## src/verilog/lcd_ctrl_pkg.sv

```systemverilog
// package: register map, field layout, reset values and timing for lcd control
package lcd_ctrl_pkg;
	localparam int ADDR_W = 16;
	localparam int DATA_W = 4;
	localparam int MEM_WORDS = 48;
	localparam int MEM_IDX_W = 6;
	localparam int COM_W = 6;
	localparam int SEG_CNT_W = 8;
	localparam int CONTRAST_W = 4;
	localparam logic [15:0] OFF_DRIVE_CTRL = 16'hff60;
	localparam logic [15:0] OFF_OVERRIDE = 16'hff61;
	localparam logic [15:0] OFF_CONTRAST = 16'hff62;
	localparam logic [15:0] OFF_DISP_MEM = 16'hf000;
	// drive control fields
	localparam int BIT_SUPPLY_ON = 0;
	localparam int BIT_DRIVE_METHOD = 1;
	localparam int BIT_DUTY_LOW = 2;
	localparam int BIT_DUTY_HIGH = 3;
	// override fields
	localparam int BIT_ALL_ON = 1;
	localparam int BIT_ALL_OFF = 2;
	// reset values
	localparam logic [3:0] RST_DRIVE_CTRL = 4'h0;
	localparam logic [3:0] RST_OVERRIDE = 4'h4;
	localparam logic [3:0] RST_CONTRAST = 4'h0;
	// supply settle time, kept for software reference
	localparam int SUPPLY_SETTLE_MS = 100;
	localparam int CLK_HZ = 40000000;
	localparam longint SUPPLY_SETTLE_CYC = longint'(SUPPLY_SETTLE_MS) *
		longint'(CLK_HZ) / 1000;
	typedef enum logic [1:0] {
		DUTY_1_4 = 2'b00,
		DUTY_1_5 = 2'b01,
		DUTY_1_6 = 2'b10,
		DUTY_1_3 = 2'b11
	} duty_t;
endpackage

```

## src/verilog/lcd_bus_if.sv

```systemverilog
// interface: cpu access path from the top module to the display memory
`timescale 1ns/100ps
interface lcd_bus_if;
	logic wr;
	logic [5:0] idx;
	logic [3:0] wdata;
	logic [3:0] rdata;
	modport ctrl (output wr, output idx, output wdata, input rdata);
	modport mem (input wr, input idx, input wdata, output rdata);
endinterface

```

## src/verilog/lcd_disp_mem.sv

```systemverilog
// display memory: 48 words of 4 bits in flip-flops, index addressed
`timescale 1ns/100ps
module lcd_disp_mem (
	// clock
	input wire logic clk,
	// cpu port
	lcd_bus_if.mem bus,
	// scan read port
	input wire logic [5:0] scan_idx,
	output logic [3:0] scan_data
);
	import lcd_ctrl_pkg::*;
	logic [3:0] mem_r [MEM_WORDS];

	// no reset: content is undefined until software fills it
	always_ff @(posedge clk) begin
		if (bus.wr && bus.idx < MEM_IDX_W'(MEM_WORDS)) begin
			mem_r[bus.idx] <= bus.wdata;
		end
	end

	// out-of-range words read as zero
	assign bus.rdata = (bus.idx < MEM_IDX_W'(MEM_WORDS)) ?
		mem_r[bus.idx] : 4'h0;
	assign scan_data = (scan_idx < MEM_IDX_W'(MEM_WORDS)) ?
		mem_r[scan_idx] : 4'h0;
endmodule

```

## src/verilog/lcd_driver_control.sv

```systemverilog
// lcd driver control: registers, display memory access and drive settings
// usage notes
// - the block holds settings only; segment and common waveforms are built
//   elsewhere from the outputs below
// - the supply settle wait is left to software; nothing here delays the
//   drive outputs after the supply bit is set
// - display memory has no reset, so the scan port shows unknown data until
//   software has written every word in use
// - the all-off bit comes out of reset set, so the panel stays blank until
//   software clears it and turns the supply on
// - a write and a read in the same cycle both act; the read returns the
//   value held before that edge
// - dc-configured segment pins are never reported as grounded, whatever the
//   supply bit says
`timescale 1ns/100ps
module lcd_driver_control (
	// clock and reset
	input wire logic REF_CLK,
	input wire logic RESETN,
	// cpu bus
	input wire logic [lcd_ctrl_pkg::ADDR_W-1:0] ADDR,
	input wire logic [lcd_ctrl_pkg::DATA_W-1:0] WDATA,
	input wire logic WR,
	input wire logic RD,
	output logic [lcd_ctrl_pkg::DATA_W-1:0] RDATA,
	// build option: lcd voltage supplied from outside
	input wire logic EXT_SUPPLY,
	// segment dc-output configuration, one bit per segment pin
	input wire logic [31:0] SEG_DC_CFG,
	// display scan
	input wire logic [5:0] SCAN_IDX,
	output logic [3:0] SCAN_DATA,
	// drive settings
	output logic SUPPLY_EN,
	output logic VDRIVE_GROUND,
	output logic [31:0] SEG_SUPPLY_GATED,
	output logic [1:0] DUTY_SEL,
	output logic [lcd_ctrl_pkg::COM_W-1:0] COMMON_LINES_EN,
	output logic [lcd_ctrl_pkg::SEG_CNT_W-1:0] SEG_MAX,
	output logic STATIC_DRIVE,
	output logic SEG_FORCE_ON,
	output logic SEG_FORCE_OFF,
	output logic [lcd_ctrl_pkg::CONTRAST_W-1:0] CONTRAST_CODE
);
	import lcd_ctrl_pkg::*;

	logic [3:0] drive_ctrl_r;
	logic [3:0] override_r;
	logic [3:0] contrast_r;
	logic [3:0] rdata_r;
	logic sel_drive, sel_ovr, sel_con, sel_mem;
	duty_t duty;
	lcd_bus_if bus ();
	// bits that exist in the override register; the rest read zero
	localparam logic [3:0] ovr_keep = 4'((4'h1 << BIT_ALL_ON) |
		(4'h1 << BIT_ALL_OFF));

	////////////////////////////////////////////////////////////////////////
	// address decode

	// number of commons used for a duty code
	function automatic logic [2:0] commons_of(input duty_t d);
		unique case (d)
			DUTY_1_3: commons_of = 3'd3;
			DUTY_1_6: commons_of = 3'd6;
			DUTY_1_5: commons_of = 3'd5;
			DUTY_1_4: commons_of = 3'd4;
		endcase
	endfunction

	// full 16-bit compare, so no alias of a register appears elsewhere
	function automatic logic hit(input logic [15:0] a,
		input logic [15:0] off);
		hit = (a == off);
	endfunction

	// memory window check, shared by the select and any later reuse
	function automatic logic in_mem(input logic [15:0] a);
		in_mem = (a >= OFF_DISP_MEM) &&
			(a < OFF_DISP_MEM + 16'(MEM_WORDS));
	endfunction

	assign sel_drive = hit(ADDR, OFF_DRIVE_CTRL);
	assign sel_ovr = hit(ADDR, OFF_OVERRIDE);
	assign sel_con = hit(ADDR, OFF_CONTRAST);
	// memory window covers 48 words from f000
	assign sel_mem = in_mem(ADDR);
	assign bus.wr = WR && sel_mem;
	assign bus.idx = 6'(ADDR - OFF_DISP_MEM);
	assign bus.wdata = WDATA;

	lcd_disp_mem u_mem (
		.clk(REF_CLK),
		.bus(bus),
		.scan_idx(SCAN_IDX),
		.scan_data(SCAN_DATA)
	);

	////////////////////////////////////////////////////////////////////////
	// control registers

	// drive control: all four bits implemented
	always_ff @(posedge REF_CLK or negedge RESETN) begin
		if (!RESETN) begin
			drive_ctrl_r <= RST_DRIVE_CTRL;
		end else if (WR && sel_drive) begin
			drive_ctrl_r <= WDATA;
		end
	end

	// override: only d1 and d2 exist, others held at zero
	always_ff @(posedge REF_CLK or negedge RESETN) begin
		if (!RESETN) begin
			override_r <= RST_OVERRIDE;
		end else if (WR && sel_ovr) begin
			override_r <= WDATA & ovr_keep;
		end
	end

	// contrast code
	always_ff @(posedge REF_CLK or negedge RESETN) begin
		if (!RESETN) begin
			contrast_r <= RST_CONTRAST;
		end else if (WR && sel_con) begin
			contrast_r <= WDATA;
		end
	end

	////////////////////////////////////////////////////////////////////////
	// read path: one nibble registered per read, unmapped reads zero

	always_ff @(posedge REF_CLK or negedge RESETN) begin
		if (!RESETN) begin
			rdata_r <= 4'h0;
		end else if (RD) begin
			if (sel_drive) begin
				rdata_r <= drive_ctrl_r;
			end else if (sel_ovr) begin
				rdata_r <= override_r & ovr_keep;
			end else if (sel_con) begin
				rdata_r <= contrast_r;
			end else if (sel_mem) begin
				rdata_r <= bus.rdata;
			end else begin
				rdata_r <= 4'h0;
			end
		end
	end
	assign RDATA = rdata_r;

	////////////////////////////////////////////////////////////////////////
	// drive settings

	// supply on or all drive voltages at ground
	assign SUPPLY_EN = drive_ctrl_r[BIT_SUPPLY_ON];
	assign VDRIVE_GROUND = ~drive_ctrl_r[BIT_SUPPLY_ON];
	// dc-configured pins keep their own level regardless of supply
	assign SEG_SUPPLY_GATED = VDRIVE_GROUND ? ~SEG_DC_CFG : 32'h0;

	assign duty = duty_t'({drive_ctrl_r[BIT_DUTY_HIGH],
		drive_ctrl_r[BIT_DUTY_LOW]});
	assign DUTY_SEL = duty;
	// thermometer mask of the commons in use
	assign COMMON_LINES_EN = 6'((7'h1 << commons_of(duty)) - 7'h1);
	// 32 segments per common
	assign SEG_MAX = {commons_of(duty), 5'h0};
	assign STATIC_DRIVE = drive_ctrl_r[BIT_DRIVE_METHOD];

	// all-on overrides all-off; memory itself is untouched
	assign SEG_FORCE_ON = override_r[BIT_ALL_ON];
	// off is masked by on rather than the reverse, so a panel test with
	// both bits set still lights everything
	assign SEG_FORCE_OFF = override_r[BIT_ALL_OFF] &
		~override_r[BIT_ALL_ON];

	// external supply makes the code meaningless, so it is held at lightest
	assign CONTRAST_CODE = EXT_SUPPLY ? 4'h0 : contrast_r;
endmodule

```

## config.mk

```make
export PLATFORM = sky130hd
export DESIGN_NAME = lcd_driver_control
export DESIGN_NICKNAME = d
export VERILOG_FILES = /design/src/verilog/lcd_ctrl_pkg.sv /design/src/verilog/lcd_bus_if.sv /design/src/verilog/lcd_disp_mem.sv /design/src/verilog/lcd_driver_control.sv
export SDC_FILE = /design/constraint.sdc
export NUM_CORES = 1
export LEC_CHECK = 0
export ABC_AREA = 1
export BUFFER_PORTS_ARGS = -buffer_cell sky130_fd_sc_hd__buf_2
export CORE_UTILIZATION = 35
export CTS_CLUSTER_DIAMETER = 150
export DETAILED_ROUTE_END_ITERATION = 12
export PLACE_DENSITY_LB_ADDON = 0.25
export RECOVER_POWER = 50
export SETUP_SLACK_MARGIN = 0.3
export SLEW_MARGIN = 5
export SYNTH_ARGS = -nofsm -noshare
export SYNTH_HDL_FRONTEND = slang
export SYNTH_HIERARCHICAL = 1
export SYNTH_SLANG_ARGS = --single-unit
```

## constraint.sdc

```tcl
create_clock -name REF_CLK -period 2.05 [get_ports REF_CLK]
set_input_delay 0.41 -clock REF_CLK [delete_from_list [all_inputs] [get_ports REF_CLK]]
set_output_delay 0.41 -clock REF_CLK [all_outputs]
set_load 0.005 [all_outputs]
```

* Word-level counts from Yosys, hierarchy flattened *
Memories as Yosys holds them, arrays and structs flattened.
Cells that the tools add are included.

cells by class
  bitwise logic cells = 4
  reduce and logical (&&, ||, !) cells = 7
  shifts and indexed selects = 1
  magnitude comparators = 4
  $add $sub $neg = 2
  multiplexer cells = 11
  equality and inequality tests = 6

operators by type and width
  kind                    number
  $eq A16 B16 Y1 const B  3
  $mux W32                1
  $not A32 Y32            1
  $mux W4                 7
  $ge A16 B16 Y1 const B  1
  $lt A16 B16 Y1 const B  1
  $lt A6 B6 Y1 const B    2
  $pmux W3 S4             1
  $sub A6 B1 Y6 const B   2
  $logic_and A1 B1 Y1     6
  $shl A1 B3 Y6 const A   1
  $eq A2 B2 Y1 const B    2
  $eq A2 B1 Y1 const B    1
  $logic_not A2 Y1        1
  $mux W1                 2
  $not A1 Y1              2
  $and A1 B1 Y1           1

storage, ports and cells
  word-level logic and storage cells = 40
  input port bits = 63
  memories kept = 1
  memory bits (writable) = 192
  output and inout bits = 65
  bits in registers = 14

memory list
  name         words  width  read ports  clocked after Yosys merged registers in  write ports  line                source
  u_mem.mem_r  48     4      2           0                                        1            lcd_disp_mem.sv:13  logic [3:0] mem_r [MEM_WORDS];

* Logic depth before layout (Yosys ltp) *
  depth after elaboration = 7
  mapped depth = 17
  gate-level depth less buffers = 15

* Hierarchy *
Netlist, hierarchy kept.

by module, submodules not included
  module              instances  area each (um2)  cells each
  lcd_disp_mem        1          10,237.3         1,245
  lcd_driver_control  1          1,252.5          184

* Worst setup path after synthesis *
Ideal clock, no wire load.

  kind = input to register
  from = input ADDR[7] (netlist bit)
  to = memory u_mem.mem_r[0][0], enable pin
  cell stages on the path = 9
  arrival = 1,858 ps
  path buffers = 0
  slack = -138 ps
  cells stage by stage = nor2_1 > nand2_1 > nor2_1 > nand2_1 > nor2_1 > inv_1 > nor2_1 > nand4_1 > nor2_1

between the ends
  cells in the longest elaborated chain, start to end = 6
  elaborated cells on any way between the ends = 7
  classes of those cells = 2 x order compare; 2 x mux; 3 x reduce/logical

ends and longest elaborated chain
  what                                                     line                                                source
  start, declared                                          lcd_driver_control.sv:21                            input wire logic [lcd_ctrl_pkg::ADDR_W-1:0] ADDR,
  $ge A16 B16 Y1 / $lt A16 B16 Y1 (equally long branches)  lcd_driver_control.sv:79, lcd_driver_control.sv:80
  $logic_and A1 B1 Y1 (*)                                  lcd_driver_control.sv:79                            in_mem = (a >= OFF_DISP_MEM) &&
  $logic_and A1 B1 Y1 (*)                                  lcd_driver_control.sv:88                            assign bus.wr = WR && sel_mem;
  named net bus.wr                                         lcd_bus_if.sv:4                                     logic wr;
  $logic_and A1 B1 Y1 (*)                                  lcd_disp_mem.sv:17                                  if (bus.wr && bus.idx < MEM_IDX_W'(MEM_WORDS)) begin
  $mux W1 (*)                                              lcd_disp_mem.sv:17
  $mux W1 (not written as such) (*)                        lcd_disp_mem.sv:18                                  mem_r[bus.idx] <= bus.wdata;
  end, declared                                            lcd_disp_mem.sv:13

The timed path passes the listed nets; every way through them passes the cells marked *.

==> metrics.txt <==
# TYPE chip_impl_metric gauge
chip_impl_metric{name="vias_per_inst",unit=""} 5.08
chip_impl_metric{name="slew_violations",unit=""} 0
chip_impl_metric{name="fin_area",unit="sq mm"} 0.0155
chip_impl_metric{name="cts_sinks",unit=""} 206
chip_impl_metric{name="first_pass_iters",unit=""} 6
chip_impl_metric{name="finalSetupViolCount",unit=""} 35
chip_impl_info{name="min-delay-start",value="RD"} 1
chip_impl_info{name="critPathTopFamily",value="compound AO/OA/AOI/OAI gates"} 1
chip_impl_metric{name="cp.depth",unit=""} 8
chip_impl_metric{name="pnr_total_power",unit="mW"} 10.5
chip_impl_metric{name="cts_made_buffers",unit=""} 24
chip_impl_info{name="violations",value="negative setup slack"} 1
chip_impl_metric{name="globalRoute.totalOverflow",unit=""} 0
chip_impl_metric{name="detail_route.drc_violations",unit=""} 0
chip_impl_metric{name="antenna_found_initial",unit=""} 1
chip_impl_metric{name="floorplan.initialDensity",unit="%"} 35.9
chip_impl_info{name="critPathLaunchType",value="register"} 1
chip_impl_metric{name="number_of_maximum_capacitance_constraint_violations",unit=""} 0
chip_impl_info{name="hp-class",value="input port to register"} 1
chip_impl_metric{name="ys_seq_elements",unit=""} 206
chip_impl_metric{name="wl_met3",unit="um"} 2980
chip_impl_metric{name="fin_crit",unit="ps"} 2250
chip_impl_metric{name="ys_warn_count",unit=""} 6
chip_impl_metric{name="route.final.wire_length",unit="um"} 39500
chip_impl_metric{name="cts.clk_slew.worst_paths",unit="ps"} 60
chip_impl_metric{name="smallest_setup_slack_after_layout",unit="ps"} -201
chip_impl_metric{name="seq_area_frac_synth",unit="%"} 53.2
chip_impl_metric{name="rows",unit=""} 65
chip_impl_info{name="rsz0062_at_grt",value="true"} 1
chip_impl_metric{name="number_of_i_o_port_buffers",unit=""} 120
chip_impl_metric{name="finClkSkew",unit="ps"} 23.6
chip_impl_info{name="regToRegEndpoint",value="RDATA[1]"} 1
chip_impl_info{name="end_of_the_critical_path",value="SCAN_DATA[3]"} 1
chip_impl_metric{name="h-tree-depth",unit=""} 1
chip_impl_metric{name="fp.dieW",unit="um"} 183
chip_impl_metric{name="dp.cells",unit=""} 2029
chip_impl_info{name="crit_start",value="u_mem/mem_r[38][3]"} 1
chip_impl_metric{name="ff2ff_setup_slack",unit="ps"} 380
chip_impl_metric{name="maxSlewHeadroom",unit="%"} 6.63
chip_impl_metric{name="count_of_boundary_i_o_pins",unit=""} 128
chip_impl_info{name="cells_traversed_along_the_worst_timing_path",value="o21ai_0 > nor2_1 > o31ai_2 > o21ai_2 > buf_6 > nand2_4 > nand2_2 > buf_2"} 1
chip_impl_info{name="critical_path.reg2reg.startpoint",value="u_mem/mem_r[26][1]"} 1
chip_impl_metric{name="syn_area",unit="sq mm"} 0.0115
chip_impl_metric{name="grt_first_pass_wirelength",unit="um"} 59000
chip_impl_metric{name="synthesis.instances",unit=""} 1429
chip_impl_metric{name="grt_start_max_net_pins",unit=""} 52
chip_impl_metric{name="crit_buf_inv",unit=""} 2
chip_impl_metric{name="vias_in_the_first_global_route",unit=""} 10184
chip_impl_info{name="dr.max_layer_used",value="met4"} 1
chip_impl_metric{name="clk_path_buf_depth",unit=""} 3
chip_impl_info{name="crit_type",value="register to output pin"} 1
chip_impl_metric{name="first_iter_violations",unit=""} 848
chip_impl_metric{name="dpl-instance-area",unit="sq mm"} 0.0136
chip_impl_metric{name="post_route_met1_wirelength",unit="um"} 16700
chip_impl_metric{name="die_area",unit="sq mm"} 0.0336
chip_impl_metric{name="dr_total_vias",unit=""} 10725
chip_impl_metric{name="worst_r2r_path_depth",unit=""} 15
chip_impl_metric{name="instances_no_fill",unit=""} 2111
chip_impl_info{name="tritoncts",value="done"} 1
chip_impl_info{name="outcome",value="finished with violations"} 1
chip_impl_metric{name="max_clock_freq",unit="MHz"} 444
chip_impl_metric{name="final_antenna_net_count",unit=""} 0
chip_impl_metric{name="tightest_slew",unit="ps"} 1400
chip_impl_metric{name="cp_slowest_stage_delay",unit="ps"} 400
chip_impl_metric{name="flow.area_growth_from_synthesis",unit="%"} 35.2
chip_impl_metric{name="clock_insertion_delay_worst_skew",unit="ps"} 540
chip_impl_metric{name="die-height",unit="um"} 183
chip_impl_metric{name="cp_max_fo",unit=""} 2
chip_impl_metric{name="filler_cell_count",unit=""} 3007
chip_impl_metric{name="place.gp.congestion",unit=""} 0.953
chip_impl_metric{name="static-leakage-power",unit="nW"} 6.70
chip_impl_metric{name="design.final.nets",unit=""} 1725
chip_impl_info{name="cts_root_buf",value="sky130_fd_sc_hd__clkbuf_16"} 1
chip_impl_metric{name="layout_worst_path_cycle_share",unit="%"} 110
chip_impl_metric{name="globalRouteTotalUtil",unit="%"} 23.0
chip_impl_metric{name="data_required_time_of_the_critical_path",unit="ps"} 1640
chip_impl_metric{name="detailroute.wirelength.met2",unit="um"} 18800
chip_impl_metric{name="core_region_area",unit="sq mm"} 0.0320
chip_impl_metric{name="final_layout_size_suffix_gt1_share",unit="%"} 28.7
chip_impl_info{name="critical_path.slowest_cell",value="sky130_fd_sc_hd__edfxtp_1"} 1
chip_impl_metric{name="dp_slack",unit="ps"} -270
chip_impl_metric{name="ir_drop_worst_case_vdd",unit="uV"} 475
chip_impl_metric{name="syn-mean-instance-area",unit="sq um"} 8.04
chip_impl_metric{name="powerDensity",unit="mW/mm^2"} 677
chip_impl_metric{name="report.final.hold_viol_count",unit=""} 0
chip_impl_metric{name="arrival",unit="ps"} 1840
chip_impl_metric{name="wl_per_cell",unit="um"} 18.7
chip_impl_metric{name="dp_hpwl",unit="um"} 26400
chip_impl_info{name="crit_path_end_kind",value="output pin"} 1
chip_impl_metric{name="synth_cell_type_count",unit=""} 34
## metrics by stage
step | TNS [ps] | hold slack (ps) | util (%)
after floorplan | 0 | 114 | -
after global placement | -10310 | 321 | 42.4
after detailed placement | -13920 | 322 | 42.4
after CTS | -795 | 143 | 47.5
after global routing | -7200 | 158 | 48.6
final | -2570 | 152 | 48.6
## final cells by class
type                            instances  area (sq um)  area share [%]
Clock buffer                           26           608            3.92
Inverter                               87           363            2.34
Clock inverter                         18           250            1.61
Sequential cell                       206          6120            39.4
Multi-Input combinational cell       1056          5260            33.9
Tap cell                              435           544            3.50
Antenna cell                            1          2.50          0.0161
Timing Repair Buffer                  282          2380            15.4
## layout by cell type (no fill, tap or decap), drive strengths merged
master / synthesis / routed
a21oi: 28 / 28
buf: 56 / 260
bufbuf: 0 / 3
bufinv: 0 / 6
clkbuf: 29 / 44
clkinv: 2 / 12
clkinvlp: 0 / 3
conb: 2 / 7
dfrtp: 13 / 13
dfstp: 1 / 1
diode: 0 / 1
dlygate4sd3: 0 / 1
edfxtp: 192 / 192
ha: 5 / 5
inv: 85 / 84
nand2: 540 / 540
nand3: 114 / 114
nand4: 7 / 7
nor2: 205 / 205
nor3: 7 / 7
nor3b: 1 / 1
o211ai: 24 / 24
o21ai: 114 / 114
o31ai: 1 / 1
or2: 3 / 3
## worst min-delay path by stage
stage / end / slack [ps] / cells after the start
global placement: override_r[1] / 320 / 1
detailed placement: override_r[1] / 320 / 1
CTS: RDATA[0] / 140 / 3
finish: RDATA[0] / 150 / 3
floorplan: RDATA[0] / 110 / 0
global route: RDATA[0] / 160 / 3
## sequential cells by signal, summed over array words and instances (netlist names)
name          flops
contrast_r        4
override_r        2
u_mem/mem_r     192
drive_ctrl_r      4
RDATA             4
## kinds of logic (layout without fill, tap and decap cells)
group / after synthesis / count (layout) / share of synthesized area (%)
and+or+nand+nor: 877 / 877 / 31.4
DFF: 206 / 206 / 53.2
buffers and inverters: 172 / 413 / 6.81
AOI/OAI and AO/OA: 167 / 167 / 7.95
adders and majority gates: 5 / 5 / 0.544
other: 2 / 8 / 0.0654
## synth_stat cells
master	number	share of area, %
sky130_fd_sc_hd__nand2_1	535	17
sky130_fd_sc_hd__nor2_1	195	6.4
sky130_fd_sc_hd__edfxtp_1	192	50
sky130_fd_sc_hd__nand3_1	110	4.8
sky130_fd_sc_hd__o21ai_0	105	4.6
sky130_fd_sc_hd__inv_1	80	2.6
sky130_fd_sc_hd__buf_2	30	1.3
sky130_fd_sc_hd__clkbuf_1	29	0.95
sky130_fd_sc_hd__a21oi_1	28	1.2
sky130_fd_sc_hd__o211ai_1	24	1.6
sky130_fd_sc_hd__buf_4	23	1.5
sky130_fd_sc_hd__dfrtp_1	13	2.8
sky130_fd_sc_hd__nand4_1	7	0.38
sky130_fd_sc_hd__ha_1	5	0.54
sky130_fd_sc_hd__inv_2	5	0.16
sky130_fd_sc_hd__nor2_4	5	0.49
sky130_fd_sc_hd__nor3_1	5	0.22
sky130_fd_sc_hd__o21ai_1	5	0.22
sky130_fd_sc_hd__nand3_2	4	0.35
sky130_fd_sc_hd__o21ai_2	4	0.30
sky130_fd_sc_hd__buf_1	3	0.098
sky130_fd_sc_hd__nand2_4	3	0.29
sky130_fd_sc_hd__nor2_2	3	0.16
sky130_fd_sc_hd__conb_1	2	0.065
sky130_fd_sc_hd__nand2_2	2	0.11
sky130_fd_sc_hd__nor2_8	2	0.35
sky130_fd_sc_hd__nor3_2	2	0.17
sky130_fd_sc_hd__or2_2	2	0.11
sky130_fd_sc_hd__clkinv_1	1	0.033
sky130_fd_sc_hd__clkinv_8	1	0.14
sky130_fd_sc_hd__dfstp_2	1	0.23
sky130_fd_sc_hd__nor3b_1	1	0.065
sky130_fd_sc_hd__o31ai_1	1	0.065
sky130_fd_sc_hd__or2_0	1	0.054
## where the power goes
group / internal [mW] / switching, mW
clock network: 2.90 / 1.77
registers: 4.60 / 0.000174
logic: 0.450 / 0.800
total: 7.95 / 2.57
## timing repair
item	CTS	global route
setup buffers	22	5
gates cloned	8	1
hold endpoints to repair	13	0
resized for setup	92	125
setup endpoints to repair	44	95
pin swaps	54	84
hold buffers	1	0
## metal layers
metal | vias up | track usage (%)
met5 | - | 0
met3 | 67 | 2.66
met1 | 5053 | 30.4
li1 | 5134 | -
met4 | 0 | 6.73
met2 | 471 | 39.5
## tightest hold or removal path: cells and delay by family
| family | cells | cell delay (ps) |
|---|---|---|
| buffers and inverters | 1 | 130 |
| AND/OR/NAND/NOR | 2 | 110 |
Power figures use the tool's default switching activity.
